File: src/pfswc_pkg.sv
// Shared constants and types for the program flash self-write controller
package pfswc_pkg;

  // Register byte offsets on the bus
  localparam logic [4:0] OFS_CONTROL   = 5'h00;
  localparam logic [4:0] OFS_UNLOCK    = 5'h04;
  localparam logic [4:0] OFS_ADDR_LOW  = 5'h08;
  localparam logic [4:0] OFS_ADDR_HIGH = 5'h0C;
  localparam logic [4:0] OFS_DATA_LOW  = 5'h10;
  localparam logic [4:0] OFS_DATA_HIGH = 5'h14;

  // Control register bit positions
  localparam int BIT_READ_START  = 0;
  localparam int BIT_WRITE_START = 1;
  localparam int BIT_PE_ENABLE   = 2;
  localparam int BIT_ERASE_SEL   = 4;
  localparam int BIT_LATCH_ONLY  = 5;
  localparam int BIT_CFG_SPACE   = 6;
  localparam int BIT_UNIMPL_ONE  = 7;

  // Word and address geometry
  localparam int WORD_W   = 14;
  localparam int ADDR_W   = 13;
  localparam int ROW_BITS = 5;
  localparam int BYTE_W   = 8;
  localparam int HI_DATA_W = WORD_W - BYTE_W;
  localparam int HI_ADDR_W = ADDR_W - BYTE_W;

  // Unlock key values
  localparam logic [7:0] KEY_FIRST  = 8'h55;
  localparam logic [7:0] KEY_SECOND = 8'hAA;

  // Timing
  localparam int CLK_FREQ_KHZ  = 25000;
  localparam int PWRT_TIME_MS  = 64;
  localparam int PWRT_CYCLES   = PWRT_TIME_MS * CLK_FREQ_KHZ;
  localparam int SETUP_CYCLES  = 2;

  typedef enum logic [2:0] {
    ST_IDLE  = 3'b000,
    ST_SETUP = 3'b001,
    ST_LATCH = 3'b010,
    ST_START = 3'b011,
    ST_WAIT  = 3'b100
  } pfswc_state_e;

  typedef enum logic [1:0] {
    UK_IDLE  = 2'b00,
    UK_FIRST = 2'b01,
    UK_READY = 2'b10
  } pfswc_unlock_e;

endpackage : pfswc_pkg

File: src/pfswc_sub_if.sv
// Signals between the controller core and its unlock and power-up helpers
`timescale 1ns/1ns
interface pfswc_sub_if;
  logic       reg_access;
  logic       key_write;
  logic [7:0] key_data;
  logic       unlocked;
  logic       pwrt_done;

  modport ctrl   (output reg_access, output key_write, output key_data,
                  input unlocked, input pwrt_done);
  modport unlock (input reg_access, input key_write, input key_data, output unlocked);
  modport pwrt   (output pwrt_done);
endinterface : pfswc_sub_if

File: src/pfswc_pwrt.sv
// Power-up timer that holds off flash writes after reset
`timescale 1ns/1ns
module pfswc_pwrt
  import pfswc_pkg::*;
#(
  parameter int CYCLES = PWRT_CYCLES
)
(
  input  wire logic  hclk,
  input  wire logic  hresetn,
  pfswc_sub_if.pwrt  sub
);
  localparam int CNT_W = $clog2(CYCLES + 1);
  localparam logic [CNT_W-1:0] LAST = CNT_W'(CYCLES - 1);

  typedef struct packed {
    logic [CNT_W-1:0] cnt;
    logic             done;
  } pfswc_pwrt_s;

  pfswc_pwrt_s s_q;
  pfswc_pwrt_s s_d;

  always_comb begin
    s_d = s_q;
    if (!s_q.done) begin
      if (s_q.cnt == LAST) begin
        s_d.done = 1'b1;
      end else begin
        s_d.cnt = s_q.cnt + CNT_W'(1);
      end
    end
  end

  always_ff @(posedge hclk or negedge hresetn) begin
    if (!hresetn) begin
      s_q <= '{cnt: '0, done: 1'b0};
    end else begin
      s_q <= s_d;
    end
  end

  assign sub.pwrt_done = s_q.done;
endmodule // pfswc_pwrt

File: src/pfswc_top.sv
// Program flash self-read and self-write controller with AHB-Lite registers
`timescale 1ns/1ns
module pfswc_top
  import pfswc_pkg::*;
#(
  parameter int PWRT_CNT = PWRT_CYCLES
)
(
  input  wire logic              hclk,
  input  wire logic              hresetn,
  input  wire logic              hsel,
  input  wire logic [31:0]       haddr,
  input  wire logic [1:0]        htrans,
  input  wire logic              hwrite,
  input  wire logic [2:0]        hsize,
  input  wire logic [31:0]       hwdata,
  input  wire logic              hready,
  output logic                   hreadyout,
  output logic                   hresp,
  output logic [31:0]            hrdata,
  output logic [ADDR_W-1:0]      fa_addr,
  output logic                   fa_cfg_space,
  output logic                   fa_read,
  input  wire logic [WORD_W-1:0] fa_rdata,
  output logic                   fa_latch_we,
  output logic [WORD_W-1:0]      fa_latch_data,
  output logic                   fa_prog_start,
  output logic                   fa_erase_start,
  input  wire logic              fa_done,
  output logic                   cpu_force_nop,
  output logic                   cpu_stall,
  input  wire logic              sp_mod_req,
  input  wire logic [ADDR_W-1:0] sp_mod_addr,
  input  wire logic [ADDR_W-1:0] wp_limit,
  output logic                   sp_mod_grant,
  output logic                   sp_mod_reject
);
  localparam int SETUP_W = 2;
  localparam logic [SETUP_W-1:0] SETUP_LAST = SETUP_W'(SETUP_CYCLES - 1);

  typedef struct packed {
    logic                  cfg_space;
    logic                  latch_only;
    logic                  erase_sel;
    logic                  pe_enable;
    logic                  write_start;
    logic                  read_start;
    logic [ADDR_W-1:0]     addr;
    logic [WORD_W-1:0]     data;
    pfswc_state_e          st;
    logic [SETUP_W-1:0]    setup_cnt;
    logic                  dph_valid;
    logic                  dph_write;
    logic [4:0]            dph_ofs;
    logic [31:0]           rdata;
    logic                  sp_grant;
    logic                  sp_reject;
  } pfswc_top_s;

  pfswc_top_s  s_q;
  pfswc_top_s  s_d;
  pfswc_sub_if sub ();

  pfswc_unlock u_unlock (
    .hclk    (hclk),
    .hresetn (hresetn),
    .sub     (sub.unlock)
  );

  pfswc_pwrt #(
    .CYCLES (PWRT_CNT)
  ) u_pwrt (
    .hclk    (hclk),
    .hresetn (hresetn),
    .sub     (sub.pwrt)
  );

  // Register read image of a given state
  function automatic logic [31:0] read_mux(input logic [4:0] ofs, input pfswc_top_s s);
    logic [31:0] r;
    r = '0;
    case (ofs)
      OFS_CONTROL: begin
        r[BIT_UNIMPL_ONE]  = 1'b1;
        r[BIT_CFG_SPACE]   = s.cfg_space;
        r[BIT_LATCH_ONLY]  = s.latch_only;
        r[BIT_ERASE_SEL]   = s.erase_sel;
        r[BIT_PE_ENABLE]   = s.pe_enable;
        r[BIT_WRITE_START] = s.write_start;
        r[BIT_READ_START]  = s.read_start;
      end
      OFS_UNLOCK:    r = '0;
      OFS_ADDR_LOW:  r[BYTE_W-1:0] = s.addr[BYTE_W-1:0];
      OFS_ADDR_HIGH: r[HI_ADDR_W-1:0] = s.addr[ADDR_W-1:BYTE_W];
      OFS_DATA_LOW:  r[BYTE_W-1:0] = s.data[BYTE_W-1:0];
      OFS_DATA_HIGH: r[HI_DATA_W-1:0] = s.data[WORD_W-1:BYTE_W];
      default:       r = '0;
    endcase
    return r;
  endfunction

  logic        addr_phase;
  logic        wr_ok;
  logic        rd_set;
  logic [31:0] wd;

  assign addr_phase = hsel && htrans[1] && hready;
  assign wd         = hwdata;
  assign rd_set     = s_q.dph_valid && s_q.dph_write && (s_q.dph_ofs == OFS_CONTROL) && wd[BIT_READ_START];

  // Data-phase side effects toward the helpers
  assign sub.reg_access = s_q.dph_valid;
  assign sub.key_write  = s_q.dph_valid && s_q.dph_write && (s_q.dph_ofs == OFS_UNLOCK);
  assign sub.key_data   = wd[BYTE_W-1:0];

  // Start is only honoured with enable, unlock and expired timer
  assign wr_ok = s_q.pe_enable && sub.unlocked && sub.pwrt_done && (s_q.st == ST_IDLE);

  always_comb begin
    s_d = s_q;
    s_d.sp_grant  = 1'b0;
    s_d.sp_reject = 1'b0;

    // Register writes in the data phase
    if (s_q.dph_valid && s_q.dph_write) begin
      case (s_q.dph_ofs)
        OFS_CONTROL: begin
          if (s_q.st == ST_IDLE) begin
            s_d.cfg_space  = wd[BIT_CFG_SPACE];
            s_d.latch_only = wd[BIT_LATCH_ONLY];
            s_d.erase_sel  = wd[BIT_ERASE_SEL];
            s_d.pe_enable  = wd[BIT_PE_ENABLE];
          end
          if (wd[BIT_READ_START]) begin
            s_d.read_start = 1'b1;
          end
          if (wd[BIT_WRITE_START] && wr_ok) begin
            s_d.write_start = 1'b1;
            s_d.st          = ST_SETUP;
            s_d.setup_cnt   = '0;
          end
        end
        OFS_UNLOCK: begin
          // Watched only, nothing stored
          s_d.rdata = s_d.rdata;
        end
        OFS_ADDR_LOW:  s_d.addr[BYTE_W-1:0] = wd[BYTE_W-1:0];
        OFS_ADDR_HIGH: s_d.addr[ADDR_W-1:BYTE_W] = wd[HI_ADDR_W-1:0];
        OFS_DATA_LOW:  s_d.data[BYTE_W-1:0] = wd[BYTE_W-1:0];
        OFS_DATA_HIGH: s_d.data[WORD_W-1:BYTE_W] = wd[HI_DATA_W-1:0];
        default: begin
          s_d.rdata = s_d.rdata;
        end
      endcase
    end

    // Read completes in one cycle; hardware wins over a data write
    // A new read command in the clearing cycle wins
    if (s_q.read_start) begin
      s_d.data       = fa_rdata;
      s_d.read_start = rd_set;
    end

    // Write and erase sequencer
    case (s_q.st)
      ST_IDLE: begin
        s_d.setup_cnt = '0;
      end
      ST_SETUP: begin
        if (s_q.setup_cnt == SETUP_LAST) begin
          s_d.st = s_q.erase_sel ? ST_START : ST_LATCH;
        end else begin
          s_d.setup_cnt = s_q.setup_cnt + SETUP_W'(1);
        end
      end
      ST_LATCH: begin
        if (s_q.latch_only) begin
          s_d.st          = ST_IDLE;
          s_d.write_start = 1'b0;
        end else begin
          s_d.st = ST_START;
        end
      end
      ST_START: begin
        s_d.st = ST_WAIT;
      end
      ST_WAIT: begin
        if (fa_done) begin
          s_d.st          = ST_IDLE;
          s_d.write_start = 1'b0;
          s_d.erase_sel   = 1'b0;
        end
      end
      default: begin
        s_d.st = ST_IDLE;
      end
    endcase

    // Serial port modifications stay out of the protected region
    if (sp_mod_req) begin
      if (sp_mod_addr < wp_limit) begin
        s_d.sp_reject = 1'b1;
      end else begin
        s_d.sp_grant = 1'b1;
      end
    end

    // Bus address phase capture
    if (hready) begin
      s_d.dph_valid = addr_phase;
      s_d.dph_write = hwrite;
      s_d.dph_ofs   = haddr[4:0];
      if (addr_phase && (haddr[31:5] != '0)) begin
        s_d.dph_ofs = 5'h1F;
      end
    end
    if (addr_phase && !hwrite) begin
      s_d.rdata = read_mux(s_d.dph_ofs, s_d);
    end
  end

  always_ff @(posedge hclk or negedge hresetn) begin
    if (!hresetn) begin
      s_q <= '{cfg_space: 1'b0, latch_only: 1'b0, erase_sel: 1'b0,
               pe_enable: 1'b0, write_start: 1'b0, read_start: 1'b0,
               addr: '0, data: '0, st: ST_IDLE, setup_cnt: '0,
               dph_valid: 1'b0, dph_write: 1'b0, dph_ofs: '0, rdata: '0,
               sp_grant: 1'b0, sp_reject: 1'b0};
    end else begin
      s_q <= s_d;
    end
  end

  // Bus answers: zero wait states, always OKAY
  assign hreadyout = 1'b1;
  assign hresp     = 1'b0;
  assign hrdata    = s_q.rdata;

  // Row operations ignore the low address bits
  always_comb begin
    fa_addr = s_q.addr;
    if (s_q.st == ST_START || s_q.st == ST_WAIT) begin
      fa_addr[ROW_BITS-1:0] = '0;
    end
  end

  assign fa_cfg_space   = s_q.cfg_space;
  assign fa_read        = s_q.read_start;
  assign fa_latch_we    = (s_q.st == ST_LATCH);
  assign fa_latch_data  = s_q.data;
  assign fa_prog_start  = (s_q.st == ST_START) && !s_q.erase_sel;
  assign fa_erase_start = (s_q.st == ST_START) && s_q.erase_sel;
  assign cpu_force_nop  = (s_q.st == ST_SETUP);
  assign cpu_stall      = (s_q.st == ST_LATCH) || (s_q.st == ST_START) || (s_q.st == ST_WAIT);
  assign sp_mod_grant   = s_q.sp_grant;
  assign sp_mod_reject  = s_q.sp_reject;
endmodule // pfswc_top

File: src/pfswc_unlock.sv
// Unlock key sequence detector
`timescale 1ns/1ns
module pfswc_unlock
  import pfswc_pkg::*;
(
  input  wire logic    hclk,
  input  wire logic    hresetn,
  pfswc_sub_if.unlock  sub
);
  typedef struct packed {
    pfswc_unlock_e st;
  } pfswc_uk_s;

  pfswc_uk_s s_q;
  pfswc_uk_s s_d;

  always_comb begin
    s_d = s_q;
    if (sub.reg_access) begin
      if (sub.key_write && sub.key_data == KEY_FIRST) begin
        s_d.st = UK_FIRST;
      end else if (sub.key_write && sub.key_data == KEY_SECOND && s_q.st == UK_FIRST) begin
        s_d.st = UK_READY;
      end else begin
        s_d.st = UK_IDLE;
      end
    end
  end

  always_ff @(posedge hclk or negedge hresetn) begin
    if (!hresetn) begin
      s_q <= '{st: UK_IDLE};
    end else begin
      s_q <= s_d;
    end
  end

  assign sub.unlocked = (s_q.st == UK_READY);
endmodule // pfswc_unlock
File: config.mk
export PLATFORM = sky130hd
export DESIGN_NAME = pfswc_top
export DESIGN_NICKNAME = d
export VERILOG_FILES = /design/src/pfswc_pkg.sv /design/src/pfswc_sub_if.sv /design/src/pfswc_pwrt.sv /design/src/pfswc_top.sv /design/src/pfswc_unlock.sv
export SDC_FILE = /design/constraint.sdc
export NUM_CORES = 1
export LEC_CHECK = 0
export BUFFER_PORTS_ARGS = -buffer_cell sky130_fd_sc_hd__buf_2
export CORE_MARGIN = 4
export CORE_UTILIZATION = 50
export DETAILED_ROUTE_END_ITERATION = 6
export PLACE_DENSITY = 0.83
export SYNTH_ARGS = -nofsm -noshare
export SYNTH_HDL_FRONTEND = slang
export SYNTH_SLANG_ARGS = --single-unit
File: constraint.sdc
create_clock -name hclk -period 2.85 [get_ports hclk]
set_input_delay 0.285 -clock hclk [delete_from_list [all_inputs] [get_ports hclk]]
set_output_delay 0.285 -clock hclk [all_outputs]
set_load 0.02 [all_outputs]
Yosys cells after proc, flatten, opt, wreduce, memory -nomap -nowiden

Index checks and enable logic that the tools add are counted.

Register bits after elaboration: 79
Bits of input ports: 116
Word-level logic and storage cells: 110
Output and inout bits: 70

Reduce and logical (&&, ||, !) cells: 27
Eq/ne operators: 19
Add/subtract/negate cells: 2
Order comparisons: 1
Bitwise operators: 2
Muxes and demuxes: 40

Operators by type and width:

| operator                                                         | number |
|---|---|
| 38-bit 2-to-1 mux                                                | 1 |
| 5-bit 2-to-1 mux                                                 | 6 |
| 3-bit case mux with 5 select lines                               | 2 |
| 27-bit nonzero test                                              | 1 |
| 21-bit by 1-bit adder with 21-bit output (second input constant) | 1 |
| 21-bit == test (second input constant)                           | 1 |
| 5-bit by 4-bit == test with 1-bit output (second input constant) | 4 |
| 5-bit == test (second input constant)                            | 4 |
| 1-bit logical AND                                                | 17 |
| 8-bit 2-to-1 mux                                                 | 2 |
| 14-bit 2-to-1 mux                                                | 1 |
| 13-bit < comparator                                              | 1 |
| 1-bit 2-to-1 mux                                                 | 12 |
| 6-bit 2-to-1 mux                                                 | 2 |
| 5-bit zero test                                                  | 2 |
| 2-bit 2-to-1 mux                                                 | 5 |
| 8-bit by 7-bit == test with 1-bit output (second input constant) | 1 |
| 8-bit == test (second input constant)                            | 1 |
| 1-bit case mux with 4 select lines                               | 2 |
| 3-bit by 2-bit == test with 1-bit output (second input constant) | 2 |
| 3-bit 2-to-1 mux                                                 | 2 |
| 2-bit case mux with 3 select lines                               | 1 |
| 5-bit by 3-bit == test with 1-bit output (second input constant) | 1 |
| 1-bit case mux with 5 select lines                               | 1 |
| other kinds (13)                                                 | 18 |

Longest topological paths before layout

Depth in word-level cells: 11
Mapped depth: 8
Gate-level depth less buffers: 7

By module

From an unflattened synthesis, not the netlist that was laid out.

Cell total of the unflattened synthesis: 481
Area, all modules: 4793.3 µm²

Modules (own cells, without submodules):

| module       | area an instance (µm²) | seq. area each (µm²) | instances | cells an instance |
|---|---|---|---|---|
| pfswc_top    | 3565.9                 | 1376.3               | 1         | 369 |
| pfswc_pwrt   | 1079.8                 | 550.5                | 1         | 98 |
| pfswc_unlock | 147.6                  | 50.0                 | 1         | 14 |

Least setup slack after synthesis

No wires, ideal clock.

Path kind: register to register
From: register u_pwrt.s_q[1] in the netlist's numbering
To: register u_pwrt.s_q[18] in the netlist's numbering
Clock period less this slack: 2.086 ns
Stages on the path, launching flop included: 8
Path buffers: 0
Required time: 2.771 ns
Slack: 0.764 ns
Library setup time: 0.079 ns
Arrival time: 2.007 ns
Cell sequence: dfrtp_1 -> ha_1 -> and4_1 -> and4_1 -> a211o_1 -> or3_4 -> nor2_2 -> xor2_1

Longest elaborated chain between the ends: 3
Elaborated cells between the ends (all ways): 4
Classes of those cells: add/sub (1); eq/ne (1); bitwise (1); reduce/logical (1)

Ends and longest elaborated chain:

| element                                                                                          | RTL line         | source |
|---|---|---|
| from (decl)                                                                                      | pfswc_pwrt.sv:21 | `pfswc_pwrt_s s_q;` |
| from (signal assigned)                                                                           | pfswc_pwrt.sv:37 | `s_q <= '{cnt: '0, done: 1'b0};` |
| parallel branches: the longest is 3 deep, another holds 21-bit by 1-bit adder with 21-bit output | n/a              |  |

Several ways; the timed one is not identified.
A chain may end at the register's enable or synchronous reset.

==> results.txt <==
Entering global routing, the biggest net connects 80 pins. The most used flip-flop cell after synthesis is sky130_fd_sc_hd__dfrtp_1. The worst max-slew margin expressed relative to the limit is 0.352.

The run finished with clean final reports. The design draws 2720 uW. Following the worst setup path forward leads to its endpoint at hrdata[4]. Walking the worst path, the cells encountered are and3b_1 > nand4b_1 > buf_4 > mux2_2 > a221oi_1 > a31oi_1. The final-report max-slew violation count came out at 0. In the routed layout, each cell is associated on average with a via count of 5.66. The cell count after synthesis came out at 512. Setup slack on the worst reg-to-reg path comes out at 490 ps. The tools report the initial standard-cell utilization of the core as 0.520. Setup repair after global routing left no endpoint under its margin. The net count of the finished layout is 740. The post-cts hold buffer count is 0, and the wire length reported by the detailed router is 12.3 mm.

The tightest min-delay check is of the in2async type. In the post-route analysis, the smallest setup slack over all paths is 490 ps. The horizontal extent of the die came out at 107 um. The number of enable flip-flop cells after synthesis was 0; the proportion of synthesized flip-flops having asynchronous set or reset was 1.00. Setup violations remaining at the end of the flow were counted as 0. The top-level port count is 186.

The logs give 0.924 for the last weighted congestion value of the routability-driven placer and 424 MHz for the highest achievable clock rate. The tools report the number of buffers on the longest clock path as 2. The commonest cells after synthesis are sky130_fd_sc_hd__dfrtp_1, sky130_fd_sc_hd__buf_4, sky130_fd_sc_hd__nand2_1. Adding up every negative setup slack in the final design gives 0 ps. Number of antenna violations at the first check in global routing: 0.

The leading area contributor after synthesis is sky130_fd_sc_hd__dfrtp_1. The slew at the pin closest to its max-slew limit is 973 ps, and the static leakage is 0.00271 uW. In this design, the stage delay of the slowest critical-path cell is 490 ps. The worst register-to-register path begins at s_q[34]. The peak ir drop on the vdd network is 0.227 mV.

The run gives 552 ps as the pre-CTS setup slack. Final worst-path cycle share: 0.828. The total die area was 11,400 um^2; the depth of the most critical reg-to-reg path was 6. The tool flagged a number of max-cap violations equal to 0.

In this run the vertical extent of the chip is 107 um. Global routing finished with a remaining overflow of 0. The slowest stage of the critical path is the sky130_fd_sc_hd__and3b_1 cell.

The tools report the design area as 5550 um^2. The tools report the endpoint of the worst register-to-register path as hrdata[4]. The start-to-end type of the worst setup path is reg2reg. The number of antenna diodes in the final layout is 0. Buffers inserted during clock tree synthesis total 9.

Detailed placement finished with a half-perimeter wire length of 9.48 mm. Placed cell count: 729. The count of buffers added on input and output ports is 131. The highest fanout seen on the critical path was 12; the post-detailed-route wirelength per cell was 16.5 um.

For the placement row count, the log shows 35. Between clock sinks in the finished design, the worst skew comes to 13.5 ps. Synthesis inferred 79 register bits.

The average cell area after synthesis came out at 9.52 um^2. Clock latency on the worst-skew pair, taken at its later pin, is 360 ps. The critical path starts at s_q[34].

The clock tree synthesis step divided the H-tree into 3 levels. In this run, post-CTS repair resized a total of 0 instances. The area share of the leading cell type in the synthesized netlist is 0.406. The logs give 4,142 for the number of global-route vias before repair and 0 for the count of final hold-check violations. Standard cell core area: 9370 um^2. The total number of clock tree sinks came out at 79.

The run gives 0.213 as the total routing usage reported by global routing. Synthesis instantiated 70 different standard cells from the library. The CTS clock-pin slew for the worst setup and hold paths came out at 80 ps. For this run, design rule violations remaining after detail routing come to 0.

The first detailed-routing pass ran for 5 iterations. The post-detailed-route count of antenna-violating nets was 0. The count of non-filler cells in the finished layout was 745. The portion of the post-synthesis area used by sequential elements was 0.406. The tree is rooted in a sky130_fd_sc_hd__clkbuf_8. In this run the cell area measured after placement is 5320 um^2.

Fraction of final layout cells with drive strength greater than 1: 0.300. The power density normalized to cell area works out to 489 nW/um^2. The first global-routing pass estimated 19.5 mm of wire.

Data arrives at the worst endpoint at 2590 ps. The run gives 0 as the number of buffers added for setup after CTS. The synthesized netlist occupies a cell area of 4870 um^2. The required time of the critical path is 3080 ps. STA classifies the critical path startpoint as a flip-flop. The post-layout minimum cycle time is 2360 ps, and the total vias in the final route is 4,220. The capturing element type of the critical path was a flip-flop.

After filler insertion, the fill cell instance count of the layout stands at 817. Relative to the synthesized area, the layout overhead comes to 13.9%. The first routing iteration left 374 violations. The yosys synthesis warning count is 0. Sorting the synthesized cells by area gives the leading types as sky130_fd_sc_hd__dfrtp_1, sky130_fd_sc_hd__buf_4, sky130_fd_sc_hd__mux2_2. Cell with the most instances after synthesis: sky130_fd_sc_hd__dfrtp_1. TritonCTS built the clock tree.
cells in the final DEF (no fill, tap or decap), types with 13 or more instances in the layout:
master	count
sky130_fd_sc_hd__a21oi_1	16
sky130_fd_sc_hd__inv_1	20
sky130_fd_sc_hd__xnor2_1	14
sky130_fd_sc_hd__nand2_1	44
sky130_fd_sc_hd__ha_1	13
sky130_fd_sc_hd__conb_1	26
sky130_fd_sc_hd__o21ai_0	23
sky130_fd_sc_hd__mux2_2	18
sky130_fd_sc_hd__mux2i_1	15
sky130_fd_sc_hd__dfrtp_1	79
sky130_fd_sc_hd__buf_2	130
sky130_fd_sc_hd__nor2_1	34
worst min-delay path by stage:
stage,depth (start not counted),from,endpoint
2_1_floorplan,0,hresetn,async pin
3_3_place_gp,1,u_pwrt.s_q[21],u_pwrt.s_q[21]
3_5_place_dp,1,hrdata[3],hrdata[3]
4_1_cts,1,hresetn,sp_mod_reject
5_1_grt,1,hresetn,u_pwrt.s_q[8]
6_report,1,hresetn,sp_mod_reject
flip-flops by register name (all words and copies together), names as in the netlist, named ones only:
signal                cells
fa_latch_data            14
fa_read                   1
u_unlock.s_q              2
sp_mod_grant              1
u_pwrt.s_q               21
u_pwrt.sub.pwrt_done      1
hrdata                    8
s_q                      19
sub.reg_access            1
sp_mod_reject             1
fa_addr                   8
fa_cfg_space              1
where the power goes:
part           internal, uW  switching, uW
clock network           521            426
logic                   190            324
registers              1200           56.0
per-stage QoR:
stage | utilization | hold WS (ps)
detailed placement | 0.568 | 464
floorplan | - | -10.6
global route | 0.592 | 177
global placement | 0.568 | 459
finish | 0.592 | 80.5
CTS | 0.592 | 125
area by class of cell:
class	count	area, um^2	area share
Timing Repair Buffer	135	688	0.124
Sequential cell	79	1980	0.356
Multi-Input combinational cell	365	2420	0.435
Tap cell	129	161	0.0291
Clock inverter	6	92.6	0.0167
Clock buffer	10	138	0.0248
Inverter	21	78.8	0.0142
worst max-delay path, delay by kind of cell, from the launching register on:
| kind | cells | cell delay, ps |
|---|---|---|
| simple gates | 2 | 830 |
| flops | 1 | 430 |
| compound gates | 2 | 420 |
| mux | 1 | 280 |
| buf+inv | 1 | 270 |
logic make-up (layout without fill, tap and decap cells):
group | Yosys count | in the layout | share of synthesized area
muxes | 33 | 33 | 0.0724
xor gates and xnor gates | 21 | 21 | 0.0378
other | 2 | 26 | 0.00154
buffers and inverters | 92 | 172 | 0.117
adders and majority gates | 13 | 13 | 0.0334
DFF | 79 | 79 | 0.406
and+or+nand+nor | 179 | 179 | 0.204
AOI/OAI and AO/OA | 93 | 93 | 0.129
metal layers:
metal / GRT usage / share of wire / vias up
li1: - / - / 1948
met1: 0.274 / 0.39 / 1997
met2: 0.353 / 0.49 / 233
met3: 0.0343 / 0.092 / 42
met4: 0.0941 / 0.033 / 0
met5: 0 / 0 / -
Note: power is estimated with default switching activity, not from simulation.
